File: config.mk
export PLATFORM = sky130hd
export DESIGN_NAME = tscc_top
export DESIGN_NICKNAME = d
export VERILOG_FILES = /design/src/tscc_pkg.sv /design/src/tscc_sync.sv /design/src/tscc_channel.sv /design/src/tscc_top.sv
export SDC_FILE = /design/constraint.sdc
export NUM_CORES = 1
export LEC_CHECK = 0
export BUFFER_PORTS_ARGS = -buffer_cell sky130_fd_sc_hd__buf_2
export CAP_MARGIN = 25
export CORE_UTILIZATION = 55
export DETAILED_ROUTE_END_ITERATION = 8
export PLACE_DENSITY = 0.81
export SYNTH_ARGS = -nofsm -noshare
export SYNTH_HDL_FRONTEND = slang
export SYNTH_SLANG_ARGS = --single-unit
export TNS_END_PERCENT = 30
File: constraint.sdc
create_clock -name CLK -period 6.85 [get_ports CLK]
set_clock_uncertainty 0.2 [all_clocks]
set_input_delay 0.685 -clock CLK [delete_from_list [all_inputs] [get_ports CLK]]
set_output_delay 0.685 -clock CLK [all_outputs]
set_load 0.01 [all_outputs]
File: src/tscc_pkg.sv
// package: constants for the five-channel timer status, counter and capture
// Summary of operation
// [RULE1] wrap flag sets on counter wrap either way
// [RULE2] flag clears by read-one then write-zero
// [RULE3] written ones never change a flag
// [RULE4] compare B match sets flag B
// [RULE5] capture into register B sets flag B
// [RULE6] compare A match sets flag A
// [RULE7] capture into register A sets flag A
// [RULE8] capture latches full counter value
// [RULE9] software compare value drives match event
// [RULE10] counter resets zero, generals reset all ones
// [RULE11] status bits 6..3 read one, bit 7 undefined
package tscc_pkg;
  localparam int NUM_CH = 5;
  localparam int ADDR_W = 28;
  // printed offsets, per channel
  localparam logic [27:0] FLAGS_OFS [5] = '{28'h5ff_ff07, 28'h5ff_ff11,
    28'h5ff_ff1b, 28'h5ff_ff25, 28'h5ff_ff35};
  localparam logic [27:0] CNT_OFS [5] = '{28'h5ff_ff08, 28'h5ff_ff12,
    28'h5ff_ff1c, 28'h5ff_ff26, 28'h5ff_ff36};
  localparam logic [27:0] GEN_A_OFS [5] = '{28'h5ff_ff0a, 28'h5ff_ff14,
    28'h5ff_ff1e, 28'h5ff_ff28, 28'h5ff_ff38};
  localparam logic [27:0] GEN_B_OFS [5] = '{28'h5ff_ff0c, 28'h5ff_ff16,
    28'h5ff_ff20, 28'h5ff_ff2a, 28'h5ff_ff3a};
  // interrupt status and mask, one bit per flag, 3 per channel
  localparam logic [27:0] IRQ_STAT_OFS = 28'h5ff_ff80;
  localparam logic [27:0] IRQ_MASK_OFS = 28'h5ff_ff84;
  localparam int IRQ_W = 15;
  localparam int FLAG_A_BIT = 0;
  localparam int FLAG_B_BIT = 1;
  localparam int WRAP_BIT = 2;
  localparam logic [15:0] CNT_RST = 16'h0000;
  localparam logic [15:0] GEN_RST = 16'hffff;
  localparam logic [15:0] CNT_MAX = 16'hffff;
  localparam logic [7:0] FLAGS_FIXED = 8'h78;
  localparam logic [14:0] MASK_RST = 15'h0000;
endpackage : tscc_pkg

File: src/tscc_sync.sv
// module: three-flop input synchroniser with edge report
`timescale 1ns/100ps
module tscc_sync (
  input wire logic CLK, // clock
  input wire logic RESET, // sync reset
  input wire logic pin, // asynchronous input
  output logic rise, // one-cycle pulse on a qualified rise
  output logic fall // one-cycle pulse on a qualified fall
);
  logic [2:0] s_q;
  always_ff @(posedge CLK) begin
    if (RESET) begin
      s_q <= 3'h0;
    end else begin
      s_q <= {s_q[1:0], pin};
    end
  end
  // s_q[0] feeds only s_q[1]
  logic lvl_q;
  always_ff @(posedge CLK) begin
    if (RESET) begin
      lvl_q <= 1'b0;
    end else if (s_q[1] == s_q[2]) begin
      lvl_q <= s_q[2];
    end
  end
  assign rise = (s_q[1] == s_q[2]) && s_q[2] && !lvl_q;
  assign fall = (s_q[1] == s_q[2]) && !s_q[2] && lvl_q;
endmodule : tscc_sync

File: src/tscc_channel.sv
// module: one timer channel with counter, general registers and flags
`timescale 1ns/100ps
module tscc_channel (
  input wire logic CLK, // clock
  input wire logic RESET, // sync reset
  input wire logic count_en, // count clock enable pulse
  input wire logic count_down, // count direction
  input wire logic cap_mode_a, // register a is capture latch
  input wire logic cap_mode_b, // register b is capture latch
  input wire logic cap_a, // capture pulse for a
  input wire logic cap_b, // capture pulse for b
  input wire logic [1:0] wr_sel, // 0 flags 1 counter 2 a 3 b
  input wire logic wr_en, // write strobe for this channel
  input wire logic [15:0] wdata, // write data
  input wire logic [2:0] armed, // flag bits read as one before
  output logic [15:0] cnt, // counter value
  output logic [15:0] gen_a, // general register a
  output logic [15:0] gen_b, // general register b
  output logic [2:0] flags, // b2 wrap, b1 flag b, b0 flag a
  output logic [2:0] events, // one-cycle set pulses
  output logic match_a, // compare match a pulse
  output logic match_b // compare match b pulse
);
  logic [15:0] cnt_q;
  logic [15:0] gen_a_q;
  logic [15:0] gen_b_q;
  logic [2:0] flags_q;
  logic wrap;
  logic [2:0] clr;
  assign wrap = count_en && (count_down ? cnt_q == tscc_pkg::CNT_RST
    : cnt_q == tscc_pkg::CNT_MAX); // [RULE1]
  assign match_a = count_en && !cap_mode_a
    && cnt_q == gen_a_q; // [RULE6] [RULE9]
  assign match_b = count_en && !cap_mode_b
    && cnt_q == gen_b_q; // [RULE4] [RULE9]
  assign events = {wrap, match_b || (cap_mode_b && cap_b),
    match_a || (cap_mode_a && cap_a)}; // [RULE5] [RULE7]
  // clear needs a written zero on an armed bit; ones ignored
  assign clr = (wr_en && wr_sel == 2'd0) ? (~wdata[2:0] & armed)
    : 3'h0; // [RULE2] [RULE3]

  always_ff @(posedge CLK) begin
    if (RESET) begin
      cnt_q <= tscc_pkg::CNT_RST; // [RULE10]
    end else if (wr_en && wr_sel == 2'd1) begin
      cnt_q <= wdata;
    end else if (count_en) begin
      cnt_q <= count_down ? cnt_q - 16'h0001 : cnt_q + 16'h0001; // [RULE1]
    end
  end

  always_ff @(posedge CLK) begin
    if (RESET) begin
      gen_a_q <= tscc_pkg::GEN_RST; // [RULE10]
    end else if (cap_mode_a && cap_a) begin
      gen_a_q <= cnt_q; // [RULE8]
    end else if (wr_en && wr_sel == 2'd2) begin
      gen_a_q <= wdata; // [RULE9]
    end
  end

  always_ff @(posedge CLK) begin
    if (RESET) begin
      gen_b_q <= tscc_pkg::GEN_RST; // [RULE10]
    end else if (cap_mode_b && cap_b) begin
      gen_b_q <= cnt_q; // [RULE8]
    end else if (wr_en && wr_sel == 2'd3) begin
      gen_b_q <= wdata; // [RULE9]
    end
  end

  // set wins over clear
  always_ff @(posedge CLK) begin
    if (RESET) begin
      flags_q <= 3'h0;
    end else begin
      flags_q <= (flags_q & ~clr) | events; // [RULE2]
    end
  end

  assign cnt = cnt_q;
  assign gen_a = gen_a_q;
  assign gen_b = gen_b_q;
  assign flags = flags_q;
endmodule : tscc_channel

File: src/tscc_top.sv
// module: five-channel timer status, counter and capture/compare block
//
// Added by the designer: strobed register access.
`timescale 1ns/100ps
module tscc_top (
  input wire logic CLK, // 100 MHz clock
  input wire logic RESET, // sync reset, active high
  input wire logic [27:0] ADDR, // register address
  input wire logic [15:0] WDATA, // write data
  input wire logic WR, // write strobe
  input wire logic RD, // read strobe
  output logic [15:0] RDATA, // read data, cycle after RD
  input wire logic [4:0] COUNT_EN, // per-channel count enable pulses
  input wire logic [4:0] COUNT_DOWN, // per-channel count direction
  input wire logic [4:0] CAP_MODE_A, // register a capture mode select
  input wire logic [4:0] CAP_MODE_B, // register b capture mode select
  input wire logic [4:0] CAP_PIN_A, // capture input pins a
  input wire logic [4:0] CAP_PIN_B, // capture input pins b
  input wire logic [1:0] CAP_EDGE, // 0 rise 1 fall 2/3 both
  output logic [14:0] FLAGS, // all flags, 3 per channel
  output logic [4:0] MATCH_A, // compare match a pulses
  output logic [4:0] MATCH_B, // compare match b pulses
  output logic IRQ // level interrupt
);
  // ---------------------------------------------------------------
  // channels
  // ---------------------------------------------------------------
  logic [15:0] cnt [5];
  logic [15:0] gen_a [5];
  logic [15:0] gen_b [5];
  logic [2:0] flags [5];
  logic [2:0] events [5];
  logic [2:0] armed_q [5];
  logic [4:0] hit_flags;
  logic [4:0] hit_cnt;
  logic [4:0] hit_gen_a;
  logic [4:0] hit_gen_b;
  logic [1:0] wr_sel [5];
  logic [14:0] ev_all;

  for (genvar c = 0; c < tscc_pkg::NUM_CH; c++) begin : g_ch
    logic ra;
    logic fa;
    logic rb;
    logic fb;
    assign hit_flags[c] = ADDR == tscc_pkg::FLAGS_OFS[c];
    assign hit_cnt[c] = ADDR == tscc_pkg::CNT_OFS[c];
    assign hit_gen_a[c] = ADDR == tscc_pkg::GEN_A_OFS[c];
    assign hit_gen_b[c] = ADDR == tscc_pkg::GEN_B_OFS[c];
    assign wr_sel[c] = hit_cnt[c] ? 2'd1 : hit_gen_a[c] ? 2'd2
      : hit_gen_b[c] ? 2'd3 : 2'd0;
    tscc_sync u_sa (
      .CLK(CLK),
      .RESET(RESET),
      .pin(CAP_PIN_A[c]),
      .rise(ra),
      .fall(fa)
    );
    tscc_sync u_sb (
      .CLK(CLK),
      .RESET(RESET),
      .pin(CAP_PIN_B[c]),
      .rise(rb),
      .fall(fb)
    );
    tscc_channel u_ch (
      .CLK(CLK),
      .RESET(RESET),
      .count_en(COUNT_EN[c]),
      .count_down(COUNT_DOWN[c]),
      .cap_mode_a(CAP_MODE_A[c]),
      .cap_mode_b(CAP_MODE_B[c]),
      .cap_a(edge_hit(CAP_EDGE, ra, fa)),
      .cap_b(edge_hit(CAP_EDGE, rb, fb)),
      .wr_sel(wr_sel[c]),
      .wr_en(WR && (hit_flags[c] || hit_cnt[c] || hit_gen_a[c]
        || hit_gen_b[c])),
      .wdata(WDATA),
      .armed(armed_q[c]),
      .cnt(cnt[c]),
      .gen_a(gen_a[c]),
      .gen_b(gen_b[c]),
      .flags(flags[c]),
      .events(events[c]),
      .match_a(MATCH_A[c]),
      .match_b(MATCH_B[c])
    );
    // a flag read as one arms its clear; a write to flags disarms, except in a cycle that also reads flags
    always_ff @(posedge CLK) begin
      if (RESET) begin
        armed_q[c] <= 3'h0;
      end else if (RD && hit_flags[c]) begin
        armed_q[c] <= armed_q[c] | flags[c]; // [RULE2]
      end else if (WR && hit_flags[c]) begin
        armed_q[c] <= 3'h0; // [RULE2]
      end
    end
    assign FLAGS[3*c +: 3] = flags[c];
    assign ev_all[3*c +: 3] = events[c];
  end

  function automatic logic edge_hit(input logic [1:0] sel,
    input logic r, input logic f);
    logic res;
    res = 1'b0;
    if (sel == 2'd0) begin
      res = r;
    end else if (sel == 2'd1) begin
      res = f;
    end else begin
      res = r || f;
    end
    return res;
  endfunction : edge_hit

  // ---------------------------------------------------------------
  // interrupt status and mask
  // ---------------------------------------------------------------
  logic [14:0] stat_q;
  logic [14:0] mask_q;
  always_ff @(posedge CLK) begin
    if (RESET) begin
      stat_q <= 15'h0000;
    end else if (WR && ADDR == tscc_pkg::IRQ_STAT_OFS) begin
      stat_q <= (stat_q & ~WDATA[14:0]) | ev_all;
    end else begin
      stat_q <= stat_q | ev_all;
    end
  end
  always_ff @(posedge CLK) begin
    if (RESET) begin
      mask_q <= tscc_pkg::MASK_RST;
    end else if (WR && ADDR == tscc_pkg::IRQ_MASK_OFS) begin
      mask_q <= WDATA[14:0];
    end
  end
  assign IRQ = |(stat_q & mask_q);

  // ---------------------------------------------------------------
  // read path
  // ---------------------------------------------------------------
  logic [15:0] rdata_d;
  logic [15:0] rdata_q;
  always_comb begin
    rdata_d = 16'h0000;
    for (int c = 0; c < tscc_pkg::NUM_CH; c++) begin
      if (hit_flags[c]) begin
        // bit 7 undefined, returned as zero
        rdata_d = {8'h00, tscc_pkg::FLAGS_FIXED
          | {5'h00, flags[c]}}; // [RULE11]
      end else if (hit_cnt[c]) begin
        rdata_d = cnt[c];
      end else if (hit_gen_a[c]) begin
        rdata_d = gen_a[c];
      end else if (hit_gen_b[c]) begin
        rdata_d = gen_b[c];
      end
    end
    if (ADDR == tscc_pkg::IRQ_STAT_OFS) begin
      rdata_d = {1'b0, stat_q};
    end else if (ADDR == tscc_pkg::IRQ_MASK_OFS) begin
      rdata_d = {1'b0, mask_q};
    end
  end
  always_ff @(posedge CLK) begin
    if (RESET) begin
      rdata_q <= 16'h0000;
    end else if (RD) begin
      rdata_q <= rdata_d;
    end else begin
      rdata_q <= 16'h0000;
    end
  end
  assign RDATA = rdata_q;
endmodule : tscc_top

-- Word level (Yosys, flattened, before mapping)
Memories as Yosys holds them, arrays and structs flattened.
Cells that the tools add are included.
- flip-flop bits (word level): 341
- RAM bits: 15
- output and inout port bits: 42
- memories kept: 1
- $add $sub $neg: 10
- equality and inequality tests: 63
- muxes and demuxes: 150
- bitwise logic cells: 42
- reduce and logical (&&, ||, !) cells: 206
- memories (name ; depth ; width ; rd ports ; clocked after Yosys merged registers in ; wr ports ; line ; text):
    armed_q ; 5 ; 3 ; 5 ; 0 ; 5 ; tscc_top.sv:33 ; logic [2:0] armed_q [5];
- operators with widths (kind ; number):
    two-way mux 16 bit ; 54
    == test 28 x 27 -> 1 bit, second input constant ; 22
    == test 16 bit ; 10
    logical AND 1 bit ; 112
    adder 16 x 1 -> 16 bit, second input constant ; 5
    == test 16 bit, second input constant ; 5
    logical NOT 16 bit ; 5
    subtractor 16 x 1 -> 16 bit, second input constant ; 5
    two-way mux 1 bit ; 62
    two-way mux 15 bit ; 4
    two-way mux 3 bit ; 15
    logical OR 1 bit ; 35
    bitwise AND 15 bit ; 2
    bitwise AND 3 bit ; 10
    logical NOT 1 bit ; 30
    two-way mux 2 bit ; 15
    OR 15 bit ; 2
    OR 3 bit ; 10
    nonzero test 2 bit ; 15
    == test 2 bit, second input constant ; 10
    NOT 3 bit ; 6
    NOT 15 bit ; 1
    OR reduction 15 bit ; 1
    == test 2 x 1 -> 1 bit, second input constant ; 6
    other kinds (6) ; 29

-- Depth between registers and ports, before layout
- depth after elaboration: 23
- mapped depth: 12
- gate-level depth less buffers: 11

-- By module
From an unflattened synthesis, not the netlist that was laid out.
- cell total of the unflattened synthesis: 3351
- area, all modules: 25345.6 um^2
- modules (own cells, without submodules) (module ; instances ; cells an instance ; area an instance (um^2)):
    tscc_channel (g_ch[1].u_ch ...) ; 4 ; 493 ; 3647.2
    tscc_top ; 1 ; 748 ; 5620.4
    tscc_channel (g_ch[0].u_ch) ; 1 ; 481 ; 3584.7
    tscc_sync ; 10 ; 15 ; 155.1

-- Least setup slack after synthesis
No wires, ideal clock.
- path type: in2reg
- start point: input COUNT_DOWN[3]
- end point: register g_ch[3].u_ch.cnt_q[15]
- library setup time: 0.092 ns
- data arrival time: 2.729 ns
- data required time: 6.558 ns
- slack: 3.829 ns
- stages: 9
- buffers on the path: 0
- path through: ha_1 > a211oi_1 > o21ai_1 > a2111oi_2 > a211oi_1 > o21ai_1 > o21ai_0 > o211a_1 > nor4_1
- cells in the longest elaborated chain, start to end: 3
- RTL lines (what ; line ; text):
    from (decl) ; tscc_top.sv:14 ; input wire logic [4:0] COUNT_DOWN,
    two-way mux 16 bit ; tscc_channel.sv:48 ; cnt_q <= count_down ? cnt_q - 16'h0001 : cnt_q + 16'h0001;
    two-way mux 16 bit ; tscc_channel.sv:47 ; end else if (count_en) begin
    two-way mux 16 bit ; tscc_channel.sv:45 ; end else if (wr_en && wr_sel == 2'd1) begin
    to (signal assigned) ; tscc_channel.sv:44 ; cnt_q <= tscc_pkg::CNT_RST;
    to (signal assigned) ; tscc_channel.sv:46 ; cnt_q <= wdata;
    to (signal assigned) ; tscc_channel.sv:48 ;
    to (decl) ; tscc_channel.sv:24 ; logic [15:0] cnt_q;
Every way passes these cells. The select of a mux whose other input is x is not followed.
A chain may end at the register's enable or synchronous reset.

-- Worst setup path after layout
- start point: register g_ch[3].u_ch.cnt_q[4]
- end point: output MATCH_A[3]
- cells in the longest elaborated chain, start to end: 2
- RTL lines (what ; line ; text):
    == test 16 bit ; tscc_channel.sv:33 ; && cnt_q == gen_a_q;
    logical AND 1 bit ; tscc_channel.sv:33 ;
    to (decl) ; tscc_top.sv:21 ; output logic [4:0] MATCH_A,
Every way passes these cells.

==> summary.md <==
| Metric | Value |
|---|---|
| Sequential share of the synthesized area | 0.308 |
| CTS Root Cell | clkbuf_16 |
| Status | finished, final reports clean |
| Async set-reset flop share out of synthesis | 0 |
| I/O Buffers | 121 |
| Worst-Skew Late Latency | 0.59 ns |
| Top area cells in the synthesized netlist | dfxtp_1, nand2_1, xnor2_1 |
| Post-CTS Resized | 0 |
| Syn_area_per_cell | 7.38 µm² |
| Layout cell share with drive strength beyond 1 | 0.0821 |
| CP Launch Type | flip-flop |
| Worst r2r src | g_ch[2].u_sb.s_q[2] |
| WL final | 92.7 mm |
| Initial DRC Count | 3,351 |
| Pwr/cell area | 230 mW/mm² |
| Min-delay src | CAP_PIN_A[4] |
| Core Rows | 75 |
| Critical Path End Type | output pin |
| Clk pin slew, worst setup/hold paths | 0.06 ns |
| Seq. cell area | 0.00728 mm² |
| Syn nets | 3,372 |
| Unrepaired setup endpoints after global routing | no |
| Die width | 209 µm |
| Cells along the critical path | xnor2_1, nand4_1, or4_1, nor4_1, buf_2 |
| Top-area cell type share of the netlist area | 0.289 |
| Core area | 0.0421 mm² |
| Initial antenna violation count | 3 |
| Worst setup path category | reg2out |
| DP Worst Slack | 2.50 ns |
| Hold Path Sink | g_ch[4].u_sa.s_q[0] |
| Final Total Pwr | 0.00584 W |
| First-pass GRT wire length | 140 mm |
| R2R depth | 8 |
| Vias | 24,700 |
| Multi-input gate area | 0.0150 mm² |
| Final Critical Period | 4.01 ns |
| Met2 WL | 38.9 mm |
| Leakage | 9.50 nW |
| Hpwl dp | 64.7 mm |
| Tot GR Track Use | 0.416 |
| Area Overhead vs Synth | 7.45% |
| GRT Residual Overflow | 0 |
| Vias in the first global route | 23,100 |
| Boundary Pins | 122 |
| Hold_ws | 0.124 ns |
| Syn Inst Count | 3,197 |
| Nets | 3,287 |
| Pin count of the biggest net entering global routing | 81 |
| First drt pass iteration count | 7 |
| Final Hold Fails | 0 |
| Post-CTS setup buffers | 0 |
| Clock tree buffer depth | 3 |
| Max Slew Vio Count | 0 |
| CP bufs+invs | 1 |
| DRC errors left | 0 |
| Crit path max-delay family | simple AND/OR/NAND/NOR gates |
| CP max FO | 9 |
| Hold Path Stages | 2 |
| Fin worst setup slack | 2.84 ns |
| H-tree Lvls | 2 |
| WL/cell | 25.2 µm |
| Final period util | 0.585 |
| Worst min path class | in2reg |
| Crit Reg-Reg Endpoint | g_ch[2].u_ch.gen_b[14] |
| CTS tree | done |
| Reg2reg setup slack | 3.22 ns |
| Die area | 0.0437 mm² |
| WP data required | 5.96 ns |
| DR vias/cell | 6.71 |
| Routed wl met3 | 12.3 mm |
| Cell variety after synth | 86 |
| Fin Setup TNS | 0 ns |
| Max rail drop VDD | 170 µV |
| Inserted Clock Buffers | 40 |
| Max stage delay cell, worst path | nor4_1 |
| CTS sink count | 356 |
| Commonest register cell after synthesis | dfxtp_1 |
| Leading area contributor after synthesis | dfxtp_1 |
| Initial core utilization | 0.560 |
| Max-cap viol count | 0 |
| Cts hold-fix bufs | 0 |
| Metal-1 WL | 34.8 mm |
| FF+latch count, synth | 356 |
| Number of synthesized flops with an enable pin | 15 |
| Cell Area, Synth | 0.0236 mm² |
| Worst path max stage delay | 0.81 ns |
| GPL Wtd Cong | 1.02 |
| Warning count from the yosys run | 0 |
| Worst-margin pin slew | 1.03 ns |
| WP data arrival | 3.12 ns |
| Rel. slew slack | 0.309 |
| Layout filler cell count | 3,888 |
| Final setup vio count | 0 |
| Die H | 209 µm |
| Max Fclk | 250 MHz |
| Highest Signal Layer | met5 |
| Antenna Nets Post-Route | 0 |
## sequential cells by signal (all words and copies together) (netlist names)
signal	flops
g_ch.u_sb.s_q	15
g_ch.u_sa.lvl_q	5
g_ch.u_ch.gen_b	80
g_ch.u_ch.cnt	80
g_ch.u_ch.flags	15
g_ch.u_ch.gen_a	80
mask_q	15
armed_q	15
g_ch.u_sb.lvl_q	5
RDATA	16
stat_q	15
g_ch.u_sa.s_q	15
## cells in the mapped netlist (all sizes together), types with 15 or more instances
master,number
nand2,578
dfxtp,341
o21ai,268
clkbuf,226
nor2,200
nand3,185
a21oi,160
xnor2,157
nand2b,109
ha,90
nor3,71
a211oi,69
xor2,62
inv,58
buf,52
nor4,52
o211ai,50
mux2i,49
nand4,44
nor2b,33
a22oi,28
o22ai,25
a21o,22
a31oi,21
o221ai,21
and2,19
a221oi,18
o21a,16
edfxtp,15
## metal layers
layer,track usage,up-vias
met5,0,-
met4,0.268,4
met3,0.101,401
met2,0.624,1696
met1,0.534,11500
li1,-,11100
## power breakdown
group / switching [W] / internal, W / total (W)
logic: 0.000683 / 0.000510 / 0.00119
clock network: 0.000940 / 0.00124 / 0.00218
registers: 0.000288 / 0.00218 / 0.00247
total: 0.00191 / 0.00393 / 0.00584
## stage by stage
stage	cell area (µm²)	util	instances
finish	25400	0.602	3683
global route	25400	0.602	3682
CTS	25300	0.601	3679
detailed placement	24000	0.570	3606
global placement	24000	0.569	3604
floorplan	23600	-	3197
## kinds of logic after synthesis
kind of cell / synth area share
and+or+nand+nor: 0.273
AOI/OAI and AO/OA: 0.206
DFF: 0.308
buffers and inverters: 0.0572
xor gates and xnor gates: 0.0813
adders and majority gates: 0.0519
muxes: 0.0222
## placed cells by master, fill, tap and decap left out, types with 43 or more instances in the layout
master	n
nand2_1	577
dfxtp_1	341
o21ai_0	256
nor2_1	198
nand3_1	184
a21oi_1	160
xnor2_1	157
buf_2	121
nand2b_1	109
ha_1	90
a211oi_1	69
nor3_1	66
xor2_1	62
inv_1	57
nor4_1	50
o211ai_1	50
mux2i_1	49
nand4_1	43
## worst max path at each step
stage          depth (start not counted)           startpoint                      to
2_1_floorplan                          9        COUNT_DOWN[3]    g_ch[3].u_ch.cnt[15]
3_3_place_gp                          10              ADDR[2]               RDATA[15]
3_5_place_dp                          10             ADDR[27]               RDATA[14]
4_1_cts                                5  g_ch[3].u_ch.cnt[9]              MATCH_A[3]
5_1_grt                               11             ADDR[27]  g_ch[4].u_ch.gen_b[15]
6_report                               5  g_ch[3].u_ch.cnt[4]              MATCH_A[3]
## layout make-up
cell class / instances / share of cell area
Antenna cell: 1 / 0.0000987
Clock buffer: 53 / 0.0442
Clock inverter: 20 / 0.00735
Inverter: 58 / 0.00858
Multi-Input combinational cell: 2505 / 0.592
Sequential cell: 356 / 0.287
Tap cell: 539 / 0.0266
Timing Repair Buffer: 151 / 0.0343
Power figures use the tool's default switching activity.
